### src/include/ics_params.svh
`ifndef ICS_PARAMS_SVH
`define ICS_PARAMS_SVH

// Register byte offsets.
`define ICS_HDR    8'h00
`define ICS_ARG    8'h04
`define ICS_GO     8'h08
`define ICS_RESP   8'h0c
`define ICS_STB    8'h10
`define ICS_ESR    8'h14
`define ICS_ENAB   8'h18
`define ICS_EVT    8'h1c
`define ICS_FLAGS  8'h20
`define ICS_SET    8'h24
`define ICS_PRESET 8'h28
`define ICS_SUMEN  8'h2c

// Field positions.
`define ICS_GO_QRY    0
`define ICS_PR_SYS    0
`define ICS_PR_PATH   1
`define ICS_PR_DEV    2
`define ICS_PR_FACT   3
`define ICS_ESR_OPC   0
`define ICS_ESR_CME   5
`define ICS_ESR_PON   7
`define ICS_STB_QUES  3
`define ICS_STB_MAV   4
`define ICS_STB_ESB   5
`define ICS_STB_MSS   6
`define ICS_STB_OPER  7

// Values.
`define ICS_ESR_RST   8'h80
`define ICS_SRE_MASK  8'hbf
`define ICS_BYTE_MAX  32'd255
`define ICS_OPC_ONE   32'd1
`define ICS_STAR      8'h2a
`define ICS_LC_A      8'h61
`define ICS_LC_Z      8'h7a
`define ICS_LC_BIT    8'h20
`define ICS_UC_MASK   8'hdf

// Command headers, three upper-case letters.
`define ICS_H_CLS 24'h434c53
`define ICS_H_ESE 24'h455345
`define ICS_H_ESR 24'h455352
`define ICS_H_IDN 24'h49444e
`define ICS_H_IST 24'h495354
`define ICS_H_OPC 24'h4f5043
`define ICS_H_OPT 24'h4f5054
`define ICS_H_PRE 24'h505245
`define ICS_H_PSC 24'h505343
`define ICS_H_RCL 24'h52434c
`define ICS_H_RST 24'h525354
`define ICS_H_SAV 24'h534156
`define ICS_H_SRE 24'h535245
`define ICS_H_STB 24'h535442
`define ICS_H_TRG 24'h545247
`define ICS_H_TST 24'h545354
`define ICS_H_WAI 24'h574149

`endif

### src/include/ics_pkg.sv
package ics_pkg;

  // Classic Wishbone request from the master.
  typedef struct packed {
    logic        cyc;
    logic        stb;
    logic        we;
    logic [3:0]  sel;
    logic [7:0]  adr;
    logic [31:0] dat;
  } ics_wb_req_t;

  typedef enum logic [3:0] {
    S_IDLE = 4'b0001,
    S_EXEC = 4'b0010,
    S_WOPS = 4'b0100,
    S_WTST = 4'b1000
  } ics_state_t;

  typedef enum logic [4:0] {
    C_BAD, C_CLS, C_ESE, C_ESR, C_IDN, C_IST,
    C_OPC, C_OPT, C_PRE, C_PSC, C_RCL, C_RST,
    C_SAV, C_SRE, C_STB, C_TRG, C_TST, C_WAI
  } ics_cmd_t;

endpackage : ics_pkg

### src/ics_common_status.sv
// What this block does
// - Clear status zeroes status byte, event registers, output buffer; masks kept.
// - A command header is an asterisk and exactly three letters.
// - Event enable loads 0..255; query returns it.
// - Event read returns the event register, then clears it.
// - Individual status query returns the parallel poll bit, 0 or 1.
// - Operation complete sets event bit 0 after earlier work ends.
// - Operation complete query answers 1 after earlier work ends.
// - Option query returns fixed positions, zero where not installed.
// - Parallel poll enable loads 0..255; query returns it.
// - Power-on clear flag decides whether enables survive power-on; a cold start clears them regardless, the flag acts only at a warm reset.
// - Save copies current settings into the numbered slot.
// - Recall loads and activates settings from the numbered slot.
// - Reset restores defaults, same as the system preset.
// - Reset keeps the settings that integrate the instrument.
// - Service request enable loads 0..255; bit 6 reads 0.
// - Status byte query returns the status byte; query only.
// - Trigger reaches every function waiting for a trigger.
// - Self-test query returns 0 or a positive error code.
// - Wait holds later commands until work ends and signals settle.
// - Signal path preset presets only the signal path part.
// - Device preset presets every part not tied to the path.
// - Factory restore keeps password-protected parts.
//
// Added by the designer: the Wishbone slave port and the address map.
`include "ics_params.svh"

module ics_common_status
  import ics_pkg::*;
#(
  parameter int                NSLOT       = 10,
  parameter int                SET_W       = 32,
  parameter int                NTRIG       = 4,
  parameter logic [SET_W-1:0]  PRESET_VAL  = '0,
  parameter logic [SET_W-1:0]  FACTORY_VAL = '0,
  parameter logic [SET_W-1:0]  INTEG_MASK  = '0,
  parameter logic [SET_W-1:0]  PATH_MASK   = '0,
  parameter logic [SET_W-1:0]  PROT_MASK   = '0,
  // Identity word; the value is arbitrary.
  parameter logic [31:0]       IDN_CODE    = 32'h0000_0001
) (
  input  wire logic              clock,
  input  wire logic              clk_en,
  input  wire logic              rst_b,
  input  wire logic              cold_start,
  input  wire ics_wb_req_t       wb,
  output logic [31:0]            wb_dat_o,
  output logic                   wb_ack_o,
  input  wire logic              ops_busy,
  input  wire logic              signals_settled,
  input  wire logic [15:0]       ques_event,
  input  wire logic [15:0]       oper_event,
  input  wire logic [31:0]       options_in,
  input  wire logic [NTRIG-1:0]  trig_waiting,
  output logic [NTRIG-1:0]       trig_out,
  output logic                   selftest_start,
  input  wire logic              selftest_done,
  input  wire logic [15:0]       selftest_code,
  output logic [SET_W-1:0]       settings,
  output logic                   settings_load,
  output logic                   ist
);

  localparam int SW = (NSLOT > 1) ? $clog2(NSLOT) : 1;

  ////////////////////////////////////////////////////////////////////////
  // Helpers.

  // Byte-lane merge for partial writes.
  function automatic logic [31:0] ics_merge(
    input logic [31:0] o,
    input logic [31:0] d,
    input logic [3:0]  s
  );
    logic [31:0] r;
    r = o;
    for (int i = 0; i < 4; i++) begin
      if (s[i]) r[8*i+:8] = d[8*i+:8];
    end
    return r;
  endfunction : ics_merge

  // Header check and lookup; letters are taken in either case.
  function automatic ics_cmd_t ics_decode(input logic [31:0] h);
    logic [23:0] u;
    logic        good;
    logic [7:0]  c;
    ics_cmd_t    r;
    good = (h[31:24] == `ICS_STAR);
    u    = '0;
    for (int i = 0; i < 3; i++) begin
      c = h[8*i+:8] | `ICS_LC_BIT;
      good = good & (c >= `ICS_LC_A) & (c <= `ICS_LC_Z);
      u[8*i+:8] = h[8*i+:8] & `ICS_UC_MASK;
    end
    r = C_BAD;
    if (good) begin
      case (u)
        `ICS_H_CLS: r = C_CLS;
        `ICS_H_ESE: r = C_ESE;
        `ICS_H_ESR: r = C_ESR;
        `ICS_H_IDN: r = C_IDN;
        `ICS_H_IST: r = C_IST;
        `ICS_H_OPC: r = C_OPC;
        `ICS_H_OPT: r = C_OPT;
        `ICS_H_PRE: r = C_PRE;
        `ICS_H_PSC: r = C_PSC;
        `ICS_H_RCL: r = C_RCL;
        `ICS_H_RST: r = C_RST;
        `ICS_H_SAV: r = C_SAV;
        `ICS_H_SRE: r = C_SRE;
        `ICS_H_STB: r = C_STB;
        `ICS_H_TRG: r = C_TRG;
        `ICS_H_TST: r = C_TST;
        `ICS_H_WAI: r = C_WAI;
        default:    r = C_BAD;
      endcase
    end
    return r;
  endfunction : ics_decode

  ////////////////////////////////////////////////////////////////////////
  // State.

  ics_state_t       state;
  ics_cmd_t         cmd;
  logic             qry;
  logic [31:0]      hdr;
  logic [31:0]      arg;
  logic [7:0]       ese;
  logic [7:0]       sre;
  logic [7:0]       pre;
  logic             psc;
  logic [7:0]       esr;
  logic [15:0]      ques_evt;
  logic [15:0]      oper_evt;
  logic [15:0]      ques_en;
  logic [15:0]      oper_en;
  logic [31:0]      resp;
  logic             resp_v;
  logic [SET_W-1:0] slot_mem [NSLOT];

  ////////////////////////////////////////////////////////////////////////
  // Wishbone slave.

  logic       req;
  logic       go_adr;
  logic       stall;
  logic       wr;
  logic [7:0] wa;

  assign req    = wb.cyc & wb.stb;
  assign go_adr = wb.we & (wb.adr == `ICS_GO);
  // A new command waits in the bus cycle until the previous one ends.
  assign stall  = go_adr & (state != S_IDLE);
  // Writes land on the edge where the master sees ack.
  assign wr     = req & wb.we & wb_ack_o;
  assign wa     = wb.adr;

  // One-cycle ack, dropped the cycle after it was given.
  always_ff @(posedge clock) begin
    if (!rst_b) begin
      wb_ack_o <= 1'b0;
    end else if (clk_en) begin
      wb_ack_o <= req & ~wb_ack_o & ~stall;
    end
  end

  ////////////////////////////////////////////////////////////////////////
  // Command qualification.

  logic        ex;
  logic        bad;
  logic        ok;
  logic        qonly;
  logic        sonly;
  logic        ops_ok;
  logic        wdone;
  logic        tdone;
  logic [7:0]  stb;
  logic [31:0] qval;
  logic        pr_sys;
  logic        pr_path;
  logic        pr_dev;
  logic        pr_fact;
  logic        cls;

  assign ex    = (state == S_EXEC);
  assign qonly = cmd inside {C_ESR, C_IDN, C_IST, C_OPT, C_STB, C_TST};
  assign sonly = cmd inside {C_CLS, C_RST, C_TRG, C_WAI, C_RCL, C_SAV};
  // Out-of-range arguments and wrong forms raise a command error.
  assign bad   = (cmd == C_BAD) | (qonly & ~qry) | (sonly & qry)
               | (cmd inside {C_ESE, C_PRE, C_SRE} & ~qry
                  & (arg > `ICS_BYTE_MAX))
               | (cmd inside {C_RCL, C_SAV} & (arg >= 32'(NSLOT)));
  assign ok    = ex & ~bad;
  assign cls   = ok & (cmd == C_CLS);
  // Wait also needs settled outputs; operation complete does not.
  assign ops_ok = ~ops_busy & ((cmd != C_WAI) | signals_settled);
  assign wdone  = (state == S_WOPS) & ops_ok;
  assign tdone  = (state == S_WTST) & selftest_done;

  // Preset requests from the preset register.
  assign pr_sys  = wr & (wa == `ICS_PRESET) & wb.sel[0]
                 & wb.dat[`ICS_PR_SYS];
  assign pr_path = wr & (wa == `ICS_PRESET) & wb.sel[0]
                 & wb.dat[`ICS_PR_PATH];
  assign pr_dev  = wr & (wa == `ICS_PRESET) & wb.sel[0]
                 & wb.dat[`ICS_PR_DEV];
  assign pr_fact = wr & (wa == `ICS_PRESET) & wb.sel[0]
                 & wb.dat[`ICS_PR_FACT];

  // Status byte; the summary is built from the other seven bits.
  always_comb begin
    stb = '0;
    stb[`ICS_STB_QUES] = |(ques_evt & ques_en);
    stb[`ICS_STB_MAV]  = resp_v;
    stb[`ICS_STB_ESB]  = |(esr & ese);
    stb[`ICS_STB_OPER] = |(oper_evt & oper_en);
    stb[`ICS_STB_MSS]  = |(stb & sre);
  end

  assign ist = |(stb & pre);

  // Immediate query answers.
  always_comb begin
    qval = '0;
    case (cmd)
      C_ESE:   qval = {24'h0, ese};
      C_ESR:   qval = {24'h0, esr};
      C_IDN:   qval = IDN_CODE;
      C_IST:   qval = {31'h0, ist};
      C_OPT:   qval = options_in;
      C_PRE:   qval = {24'h0, pre};
      C_PSC:   qval = {31'h0, psc};
      C_SRE:   qval = {24'h0, sre};
      C_STB:   qval = {24'h0, stb};
      default: qval = '0;
    endcase
  end

  ////////////////////////////////////////////////////////////////////////
  // Sequencer.

  always_ff @(posedge clock) begin
    if (!rst_b) begin
      state <= S_IDLE;
      cmd   <= C_BAD;
      qry   <= 1'b0;
    end else if (clk_en) begin
      case (state)
        S_IDLE: begin
          if (wr & (wa == `ICS_GO)) begin
            cmd   <= ics_decode(hdr);
            qry   <= wb.dat[`ICS_GO_QRY];
            state <= S_EXEC;
          end
        end
        S_EXEC: begin
          if (ok & (cmd inside {C_OPC, C_WAI})) begin
            state <= S_WOPS;
          end else if (ok & (cmd == C_TST)) begin
            state <= S_WTST;
          end else begin
            state <= S_IDLE;
          end
        end
        S_WOPS: begin
          if (ops_ok) state <= S_IDLE;
        end
        S_WTST: begin
          if (selftest_done) state <= S_IDLE;
        end
        default: state <= S_IDLE;
      endcase
    end
  end

  // Header and argument registers written by software.
  always_ff @(posedge clock) begin
    if (!rst_b) begin
      hdr <= '0;
      arg <= '0;
    end else if (clk_en) begin
      if (wr & (wa == `ICS_HDR)) hdr <= ics_merge(hdr, wb.dat, wb.sel);
      if (wr & (wa == `ICS_ARG)) arg <= ics_merge(arg, wb.dat, wb.sel);
    end
  end

  ////////////////////////////////////////////////////////////////////////
  // Enable registers; cleared on a cold start, and on a warm reset only with the clear flag set.

  always_ff @(posedge clock) begin
    if (!rst_b) begin
      if (cold_start) psc <= 1'b1;
      if (cold_start | psc) begin
        ese     <= '0;
        sre     <= '0;
        pre     <= '0;
        ques_en <= '0;
        oper_en <= '0;
      end
    end else if (clk_en) begin
      if (ok & ~qry) begin
        case (cmd)
          C_ESE:   ese <= arg[7:0];
          C_PRE:   pre <= arg[7:0];
          C_SRE:   sre <= arg[7:0] & `ICS_SRE_MASK;
          C_PSC:   psc <= |arg;
          default: ;
        endcase
      end
      // Clear status leaves these masks alone.
      if (wr & (wa == `ICS_SUMEN)) begin
        {oper_en, ques_en} <= ics_merge({oper_en, ques_en}, wb.dat, wb.sel);
      end
    end
  end

  ////////////////////////////////////////////////////////////////////////
  // Event registers; a set in the clearing cycle survives.

  always_ff @(posedge clock) begin
    if (!rst_b) begin
      esr <= `ICS_ESR_RST;
    end else if (clk_en) begin
      esr <= ((cls | (ok & (cmd == C_ESR))) ? 8'h00 : esr)
           | {2'b00, ex & bad, 4'h0,
              wdone & (cmd == C_OPC) & ~qry};
    end
  end

  always_ff @(posedge clock) begin
    if (!rst_b) begin
      ques_evt <= '0;
      oper_evt <= '0;
    end else if (clk_en) begin
      ques_evt <= (cls ? 16'h0 : ques_evt) | ques_event;
      oper_evt <= (cls ? 16'h0 : oper_evt) | oper_event;
    end
  end

  ////////////////////////////////////////////////////////////////////////
  // One-word output buffer; reading the answer register pops it.

  always_ff @(posedge clock) begin
    if (!rst_b) begin
      resp   <= '0;
      resp_v <= 1'b0;
    end else if (clk_en) begin
      if (cls | (req & ~wb.we & wb_ack_o & (wa == `ICS_RESP))) begin
        resp_v <= 1'b0;
      end
      if (ok & qry & ~(cmd inside {C_OPC, C_TST})) begin
        resp   <= qval;
        resp_v <= 1'b1;
      end else if (wdone & (cmd == C_OPC) & qry) begin
        resp   <= `ICS_OPC_ONE;
        resp_v <= 1'b1;
      end else if (tdone) begin
        resp   <= {16'h0, selftest_code};
        resp_v <= 1'b1;
      end
    end
  end

  ////////////////////////////////////////////////////////////////////////
  // Settings, slots and presets.

  always_ff @(posedge clock) begin
    if (!rst_b) begin
      settings      <= PRESET_VAL;
      settings_load <= 1'b0;
    end else if (clk_en) begin
      settings_load <= 1'b1;
      if (ok & (cmd == C_RCL)) begin
        settings <= slot_mem[arg[SW-1:0]];
      end else if ((ok & (cmd == C_RST)) | pr_sys) begin
        settings <= (PRESET_VAL & ~INTEG_MASK)
                  | (settings & INTEG_MASK);
      end else if (pr_fact) begin
        settings <= (FACTORY_VAL & ~PROT_MASK)
                  | (settings & PROT_MASK);
      end else if (pr_path) begin
        settings <= (PRESET_VAL & PATH_MASK)
                  | (settings & ~PATH_MASK);
      end else if (pr_dev) begin
        settings <= (PRESET_VAL & ~PATH_MASK)
                  | (settings & PATH_MASK);
      end else begin
        settings_load <= 1'b0;
        if (wr & (wa == `ICS_SET)) begin
          settings <= SET_W'(ics_merge(32'(settings), wb.dat, wb.sel));
          settings_load <= 1'b1;
        end
      end
    end
  end

  // Slots start at the preset value so a recall never loads unknowns.
  always_ff @(posedge clock) begin
    if (!rst_b) begin
      for (int i = 0; i < NSLOT; i++) slot_mem[i] <= PRESET_VAL;
    end else if (clk_en & ok & (cmd == C_SAV)) begin
      slot_mem[arg[SW-1:0]] <= settings;
    end
  end

  ////////////////////////////////////////////////////////////////////////
  // Trigger and self-test strobes.

  always_ff @(posedge clock) begin
    if (!rst_b) begin
      trig_out       <= '0;
      selftest_start <= 1'b0;
    end else if (clk_en) begin
      trig_out <= (ok & (cmd == C_TRG)) ? trig_waiting : '0;
      selftest_start <= ok & (cmd == C_TST);
    end
  end

  ////////////////////////////////////////////////////////////////////////
  // Read data, captured the cycle before ack; unmapped reads give zero.

  always_ff @(posedge clock) begin
    if (!rst_b) begin
      wb_dat_o <= '0;
    end else if (clk_en & req & ~wb_ack_o) begin
      case (wa)
        `ICS_HDR:   wb_dat_o <= hdr;
        `ICS_ARG:   wb_dat_o <= arg;
        `ICS_RESP:  wb_dat_o <= resp;
        `ICS_STB:   wb_dat_o <= {24'h0, stb};
        `ICS_ESR:   wb_dat_o <= {24'h0, esr};
        `ICS_ENAB:  wb_dat_o <= {8'h0, pre, sre, ese};
        `ICS_EVT:   wb_dat_o <= {oper_evt, ques_evt};
        `ICS_FLAGS: wb_dat_o <= {28'h0, psc, ist, resp_v,
                                 state != S_IDLE};
        `ICS_SET:   wb_dat_o <= 32'(settings);
        `ICS_SUMEN: wb_dat_o <= {oper_en, ques_en};
        default:    wb_dat_o <= '0;
      endcase
    end
  end

endmodule : ics_common_status

### config.mk
export PLATFORM = sky130hd
export DESIGN_NAME = ics_common_status
export DESIGN_NICKNAME = d
export VERILOG_FILES = /design/src/include/ics_pkg.sv /design/src/ics_common_status.sv
export VERILOG_INCLUDE_DIRS = /design/src /design/src/include
export SDC_FILE = /design/constraint.sdc
export NUM_CORES = 1
export LEC_CHECK = 0
export BUFFER_PORTS_ARGS = -buffer_cell sky130_fd_sc_hd__buf_2
export CORE_UTILIZATION = 40
export CTS_BUF_LIST = sky130_fd_sc_hd__clkbuf_16
export DETAILED_ROUTE_END_ITERATION = 8
export HOLD_SLACK_MARGIN = 0.15
export PLACE_DENSITY = 0.66
export SETUP_SLACK_MARGIN = 0.1
export SLEW_MARGIN = 20
export SYNTH_ARGS = -nofsm -noshare
export SYNTH_HDL_FRONTEND = slang
export SYNTH_SLANG_ARGS = --single-unit
### constraint.sdc
create_clock -name clock -period 8.6 [get_ports clock]
set_input_delay 1.72 -clock clock [delete_from_list [all_inputs] [get_ports clock]]
set_output_delay 1.72 -clock clock [all_outputs]
set_load 0.005 [all_outputs]
==> out/summary.txt, run 1 <==
Reg2reg path depth = 8
Number of flops mapped to enable cells by yosys = 568
Clk pin slew, worst setup/hold paths = 60 ps
Synthesized instance count = 2734
Cell Area, Placed = 38250 µm²
Number of nets with antenna violations after routing = 0
Required time of the critical path = 8860 ps
Fin Setup TNS = 0 ps
Root buffer selected by CTS = sky130_fd_sc_hd__clkbuf_16
Routed wl met2 = 50800 µm
CTS max path bufs = 3
Maximum resistive drop on vdd = 0.0001488 V
Post-route met1 wirelength = 45460 µm
Final Non-Filler Cells = 4286
Sum of net half-perimeters after detailed placement = 75670 µm
Flip-flop and latch count after synthesis = 785
Global-route wire length before repair = 165100 µm
Terminating pin of the worst hold path = wb_dat_o[5]
Status = complete, no violations
Final Hold Vio Count = 0
Number of max-capacitance violations reported = 0
Worst-path maximum fanout = 33
Total global-route track usage = 24.77%
Insertion delay to the later sink of the worst-skew pair = 640 ps
TritonCTS Buffers = 82
Number of sinks on the clock net = 785
Post-route fraction of the period consumed by the critical path = 57.79%
Total Die Area = 89600 µm²
Dpl ws = 3674 ps
Netlist area before placement = 35360 µm²
Number of search-and-repair iterations in the first detailed-routing pass = 8
Signed area change from the synthesized netlist to the final layout = 15.65%
Final number of setup-violating endpoints = 0
Flop-to-flop setup slack = 3630 ps
Final GP Congestion = 0.9606
Class of the tightest hold or removal check = flop to flop
Flip-flop cell with the highest count after synthesis = sky130_fd_sc_hd__edfxtp_1
Largest net degree at the start of global routing = 106
Top routing layer in use = met5
Final max-slew violation count = 0
DR vias/cell = 6.021
Sequential cell area fraction in the yosys report = 60.52%
DR WL met3 = 11900 µm
Number of antenna violations at the first check in global routing = 6
Number of vias after detailed routing = 25800
Routed wirelength normalized by instance count = 26.45 µm
Maximum operating frequency = 0.2012 GHz
Total number of H-tree levels = 3
Via count of the first global-routing pass = 24710
Starting Density = 40.57%
Areal power density over the cells = 195.3 nW/µm²
GRT overflow = 0
Hold_sp = wb_dat_o[5]
Startpoint Class = flop
Largest clock skew in the final design = 23.16 ps
# nets final = 3198
Post-cts resize count = 0
Rel. slew slack = 10.47%
Setup repair after global routing missed its margin = false
Number of buffers inserted for hold repair after clock tree synthesis = 0
Violation count after the first detailed-routing iteration = 3656
Data arrival, critical path = 5230 ps
Synth unique cells = 94
Static Leakage = 14.34 nW
Final WL = 113400 µm
R2R Path Start = arg[19]
Setup bufs post-CTS = 0
Standard-cell rows = 108
TritonCTS clock tree = yes
Setup CP Type = flop to flop
Worst hold margin = 450.3 ps
Post-layout total power = 7.987 mW
Number of cells in the design after placement = 4130
Share of synthesized flip-flops with an asynchronous set or reset = 0%
DRC = 0
Fraction of final layout cells with drive strength greater than 1 = 20.07%
Worst-Margin Slew = 1343 ps
Core footprint = 87160 µm²
Horizontal die dimension = 299.3 µm
Worst setup slack after layout = 3630 ps
Post-layout min period = 4970 ps
Synth Area per Inst = 12.93 µm²
Worst flop-to-flop path endpoint = slot_mem[1][22]
I/O pin count = 210
Number of cells on the worst hold path = 2
Number of warnings reported in the yosys synthesis log = 0
I/O Buffers = 209
Height of the die = 299.3 µm
Crit end category = flop
Util after Layout = 46.92%
Post-route cell area = 40900 µm²
==> routing by layer <==
metal  vias up  global-route usage (%)
met2      1545                   37.57
met4         8                   10.81
li1      11020                       -
met3       259                   5.617
met1     12970                   34.07
met5         -                       0
==> placed cells by master, fill, tap and decap left out, drive strengths merged, types with 17 or more instances in the layout <==
master	synthesis	layout
nor2	58	58
clkinv	1	42
clkbuf	148	84
nand2	196	196
nor3	43	43
a221oi	31	31
a21oi	184	184
a22o	40	40
mux4	136	136
a22oi	191	191
and2	307	307
nor4b	17	17
nor2b	18	18
o21ai	45	45
nand2b	36	36
nand3	131	131
a222oi	20	20
buf	67	266
edfxtp	568	568
inv	51	73
nor4	53	53
dfxtp	217	217
conb	1	192
==> worst max-delay path, cell delays in order (launching register included) <==
cell and delay [ps]:
sky130_fd_sc_hd__dfxtp_1 320, sky130_fd_sc_hd__nor4_1 430, sky130_fd_sc_hd__nand4_1 420, sky130_fd_sc_hd__o31ai_2 1030, sky130_fd_sc_hd__o211ai_2 600, sky130_fd_sc_hd__or3_1 590, sky130_fd_sc_hd__buf_4 350, sky130_fd_sc_hd__o41ai_2 270
sky130_fd_sc_hd__buf_4 550
==> logic make-up (layout without fill, tap and decap cells) <==
logic type / count (synthesis) / in the layout / share of synthesized area (%)
muxes: 142 / 142 / 8.831
DFF: 785 / 785 / 60.52
xor gates and xnor gates: 3 / 3 / 0.07432
and+or+nand+nor: 937 / 937 / 15.51
other: 1 / 194 / 0.01060
AOI/OAI and AO/OA: 599 / 599 / 11.95
buffers and inverters: 267 / 471 / 3.106
==> worst max-delay path by stage <==
stage,from,endpoint,slack (ps),cells after the start
after CTS,arg[19],slot_mem[1][22],3790,8
final,arg[19],slot_mem[1][22],3630,8
after detailed placement,clk_en,slot_mem[1][25],3670,6
after global routing,arg[19],slot_mem[1][22],3560,8
after floorplan,clk_en,slot_mem[1][0],2500,4
after global placement,clk_en,slot_mem[1][25],3750,6
==> report_power, final <==
group          total, mW  internal, mW  switching, mW
clock network       3.44          1.93           1.51
logic              0.312         0.104          0.208
registers           4.23          4.17         0.0572
total               7.99          6.21           1.78
==> Yosys cell counts, drive strengths merged (4+ instances only) <==
master,number,area [µm²]
a211oi,4,35.03
a21boi,4,33.78
a21oi,184,928.4
a221oi,31,284.0
a222oi,20,200.2
a22o,40,350.3
a22oi,191,1434
a31oi,9,56.30
and2,307,1921
and3,15,93.84
buf,67,346.6
clkbuf,148,556.8
dfxtp,217,4344
edfxtp,568,17060
inv,51,191.4
mux2i,6,60.06
mux4,136,3063
nand2,196,735.7
nand2b,36,225.2
nand3,131,660.6
nand3b,4,30.03
nand4,15,93.84
nand4b,4,35.03
nor2,58,217.7
nor2b,18,112.6
nor3,43,230.2
nor3b,4,30.03
nor4,53,600.6
nor4b,17,188.9
nor4bb,5,50.05
o211ai,9,86.33
o21a,8,60.06
o21ai,45,229.0
o221ai,5,50.04
o22ai,8,50.05
or2,5,31.28
or3,6,38.79
or4b,4,40.04
==> registers in the layout, indices dropped and copies added, names as in the netlist, 3 cells and up, named ones only <==
signal / count
oper_en: 16
pre: 8
arg: 32
ques_evt: 16
trig_out: 4
esr: 3
cmd: 5
oper_evt: 16
slot_mem: 512
settings: 32
state: 4
resp: 32
sre: 7
hdr: 32
wb_dat_o: 32
ese: 8
ques_en: 16
==> cell type report <==
type	count	area [µm²]
Timing Repair Buffer	266	1493
Fill cell	7818	46260
Clock buffer	84	2102
Antenna cell	2	5.005
Inverter	52	200.2
Clock inverter	69	484.2
Tap cell	1155	1445
Sequential cell	785	21410
Multi-Input combinational cell	1873	13760
Power figures use the tool's default switching activity.
==> inputs of run 2 (changes only) <==
Settings changed: PLACE_DENSITY 0.66 to 0.68.
Clock period 8.6 ns to 4.4 ns, I/O delays scaled along.
==> run 2 against run 1 <==
  * Critical path depth fell by 2
  * Largest power group unchanged
  * Total power rose by 95%
  * Utilization rose by 0.33 points
  * Critical path type is now flop to output pin
==> out/summary.txt, run 2 (same netlist as run 1, synthesis figures left out) <==
Final WL = 113700 µm (was 113400 µm)
Net switching share of the total power = 22.51% (was 22.24%)
Post-route cell area = 41180 µm² (was 40900 µm²)
Standard-cell rows = 108 (unchanged)
Post-route fraction of the period consumed by the critical path = 86.23%
Sequential group share of total power = 53.1% (was 53.0%)
Final Hold Vio Count = 0 (unchanged)
Signed area change from the synthesized netlist to the final layout = 16.46% (was 15.65%)
Routed wirelength normalized by instance count = 26.35 µm (was 26.45 µm)
CTS max path bufs = 3 (unchanged)
Total number of H-tree levels = 3 (unchanged)
Post-cts resize count = 0 (unchanged)
Number of sinks on the clock net = 785 (unchanged)
Terminating pin of the worst hold path = oper_evt[7] (was wb_dat_o[5])
Maximum resistive drop on vdd = 0.0003184 V (was 0.0001488 V)
Post-layout min period = 3794 ps
Root buffer selected by CTS = sky130_fd_sc_hd__clkbuf_16 (unchanged)
Static Leakage = 14.45 nW (was 14.34 nW)
Util after Layout = 47.25% (was 46.92%)
Data arrival, critical path = 2910 ps (was 5230 ps)
Sum of net half-perimeters after detailed placement = 75620 µm (was 75670 µm)
Number of cells on the worst hold path = 2 (unchanged)
Status = complete, no violations (unchanged)
Startpoint Class = flop (unchanged)
I/O pin count = 210 (unchanged)
Areal power density over the cells = 378.0 nW/µm² (was 195.3 nW/µm²)
I/O Buffers = 209 (unchanged)
Number of search-and-repair iterations in the first detailed-routing pass = 6 (was 8)
Height of the die = 299.3 µm (unchanged)
Number of fill cells = 7739 (was 7818)
Total Die Area = 89600 µm² (unchanged)
Setup bufs post-CTS = 0 (unchanged)
Worst-Margin Slew = 1093 ps (was 1343 ps)
Total global-route track usage = 24.98% (was 24.77%)
Worst flop-to-flop path endpoint = slot_mem[1][24] (was slot_mem[1][22])
Setup repair after global routing missed its margin = false (unchanged)
Maximum operating frequency = 0.2636 GHz
DR vias/cell = 6.048 (was 6.021)
Final GP Congestion = 0.9554 (was 0.9606)
Via count of the first global-routing pass = 24960 (was 24710)
Setup CP Type = flop to output pin (was flop to flop)
Cell Area, Placed = 38590 µm² (was 38250 µm²)
Fraction of final layout cells with drive strength greater than 1 = 20.48% (was 20.07%)
Reg2reg path depth = 7 (was 8)
Commonest cells after routing, fill and taps aside = sky130_fd_sc_hd__edfxtp_1, sky130_fd_sc_hd__and2_1, sky130_fd_sc_hd__dfxtp_1 (unchanged)
TritonCTS Buffers = 80 (was 82)
Violation count after the first detailed-routing iteration = 3804 (was 3656)
Core footprint = 87160 µm² (unchanged)
Int Power = 12.06 mW (was 6.210 mW)
TritonCTS clock tree = yes (unchanged)
R2R Path Start = cmd[1] (was arg[19])
Largest net degree at the start of global routing = 78 (was 106)
Global-route wire length before repair = 165800 µm (was 165100 µm)
Class of the tightest hold or removal check = input pin to flop (was flop to flop)
Number of vias after detailed routing = 26100 (was 25800)
Largest clock skew in the final design = 29.91 ps (was 23.16 ps)
Final number of setup-violating endpoints = 0 (unchanged)
Insertion delay to the later sink of the worst-skew pair = 660 ps (was 640 ps)
Number of flip-flops in the largest register = 512 (unchanged)
Number of nets with antenna violations after routing = 0 (unchanged)
Horizontal die dimension = 299.3 µm (unchanged)
Hold_sp = oper_event[7] (was wb_dat_o[5])
# nets final = 3226 (was 3198)
DRC = 0 (unchanged)
Required time of the critical path = 3520 ps (was 8860 ps)
GRT overflow = 0 (unchanged)
Relative contribution of the clock network to total power = 42.9% (was 43.1%)
Part of the power in combinational logic = 4.0% (was 3.9%)
Worst-path maximum fanout = 5 (was 33)
Crit end category = output pin (was flop)
Biggest register = slot_mem (unchanged)
Starting Density = 40.57% (unchanged)
Number of buffers inserted for hold repair after clock tree synthesis = 0 (unchanged)
Clk pin slew, worst setup/hold paths = 70 ps (was 60 ps)
Flop-to-flop setup slack = 610 ps (was 3630 ps)
Sw Pwr = 3.503 mW (was 1.776 mW)
Final max-slew violation count = 0 (unchanged)
Number of max-capacitance violations reported = 0 (unchanged)
Rel. slew slack = 26.59% (was 10.47%)
Most frequent standard cell in the layout excluding fill and tap cells = sky130_fd_sc_hd__edfxtp_1 (unchanged)
Number of antenna violations at the first check in global routing = 9 (was 6)
run 2: cell count changes in the layout (fill, tap and decap cells not counted), moves of 4 or more:
cell / delta
sky130_fd_sc_hd__clkinv_2: -13
sky130_fd_sc_hd__nor4_4: -4
sky130_fd_sc_hd__inv_1: +5
sky130_fd_sc_hd__nor4_2: +4
sky130_fd_sc_hd__buf_12: +9
sky130_fd_sc_hd__diode_2: +5
sky130_fd_sc_hd__buf_4: +22
run 2: critical path, stage by stage, from the launching register on:
cell                       delay, ps
sky130_fd_sc_hd__edfxtp_1        430
sky130_fd_sc_hd__a22o_1          220
sky130_fd_sc_hd__a221oi_1        300
sky130_fd_sc_hd__and4_1          530
sky130_fd_sc_hd__o221ai_1        240
sky130_fd_sc_hd__or2_2           390
sky130_fd_sc_hd__buf_2           160
run 2: final cells by class:
type,count,area (µm²),area share (%)
well taps,1155,1445,3.509
flip-flops and latches,785,21410,51.98
clock inverters,65,494.2,1.200
multi-input cells,1873,13720,33.30
inverters,52,200.2,0.4861
clock buffers,83,2077,5.043
repair buffers,296,1827,4.436
diodes,7,17.52,0.04253
run 2: worst max-delay path by stage:
stage                       to  slack [ps]   startpoint  cells past startpoint
2_1_floorplan   slot_mem[3][0]        -230       cmd[1]                      8
3_3_place_gp   slot_mem[1][18]         770       cmd[1]                      7
3_5_place_dp      settings[22]         690       wb[36]                      8
4_1_cts        slot_mem[1][25]         660       cmd[1]                      7
5_1_grt        slot_mem[1][24]         470       cmd[1]                      7
6_report                   ist         610  oper_en[10]                      6
run 2: through the flow:
stage | power (mW) | TNS [ps] | hold slack [ps] | std cells | worst slack, ps
after CTS | 15.60 | 0 | 422.3 | 4309 | 661.6
after detailed placement | 9.026 | 0 | 437.9 | 4161 | 689.1
after global routing | 15.95 | 0 | 431.3 | 4309 | 467.3
after global placement | 9.010 | 0 | 431.2 | 4161 | 770.5
after floorplan | 8.697 | -22250 | 431.3 | 2925 | -231.9
final | 15.57 | 0 | 446.0 | 4316 | 605.9
run 2: power groups by stage:
stage	registers, mW	clock network (mW)	logic, mW
6_report	8.26	6.67	0.629
5_1_grt	8.28	7.01	0.657
4_1_cts	8.26	6.72	0.612
3_5_place_dp	8.42	0	0.609
3_3_place_gp	8.41	0	0.603
2_1_floorplan	8.37	0	0.328
run 2: layer usage:
layer | wire [µm] | track usage (%) | share of wire [%]
met1 | 43840 | 34.10 | 39
met2 | 52070 | 38.59 | 46
met3 | 13400 | 6.117 | 12
met4 | 4332 | 9.281 | 3.8
met5 | 75 | 0 | 0.066
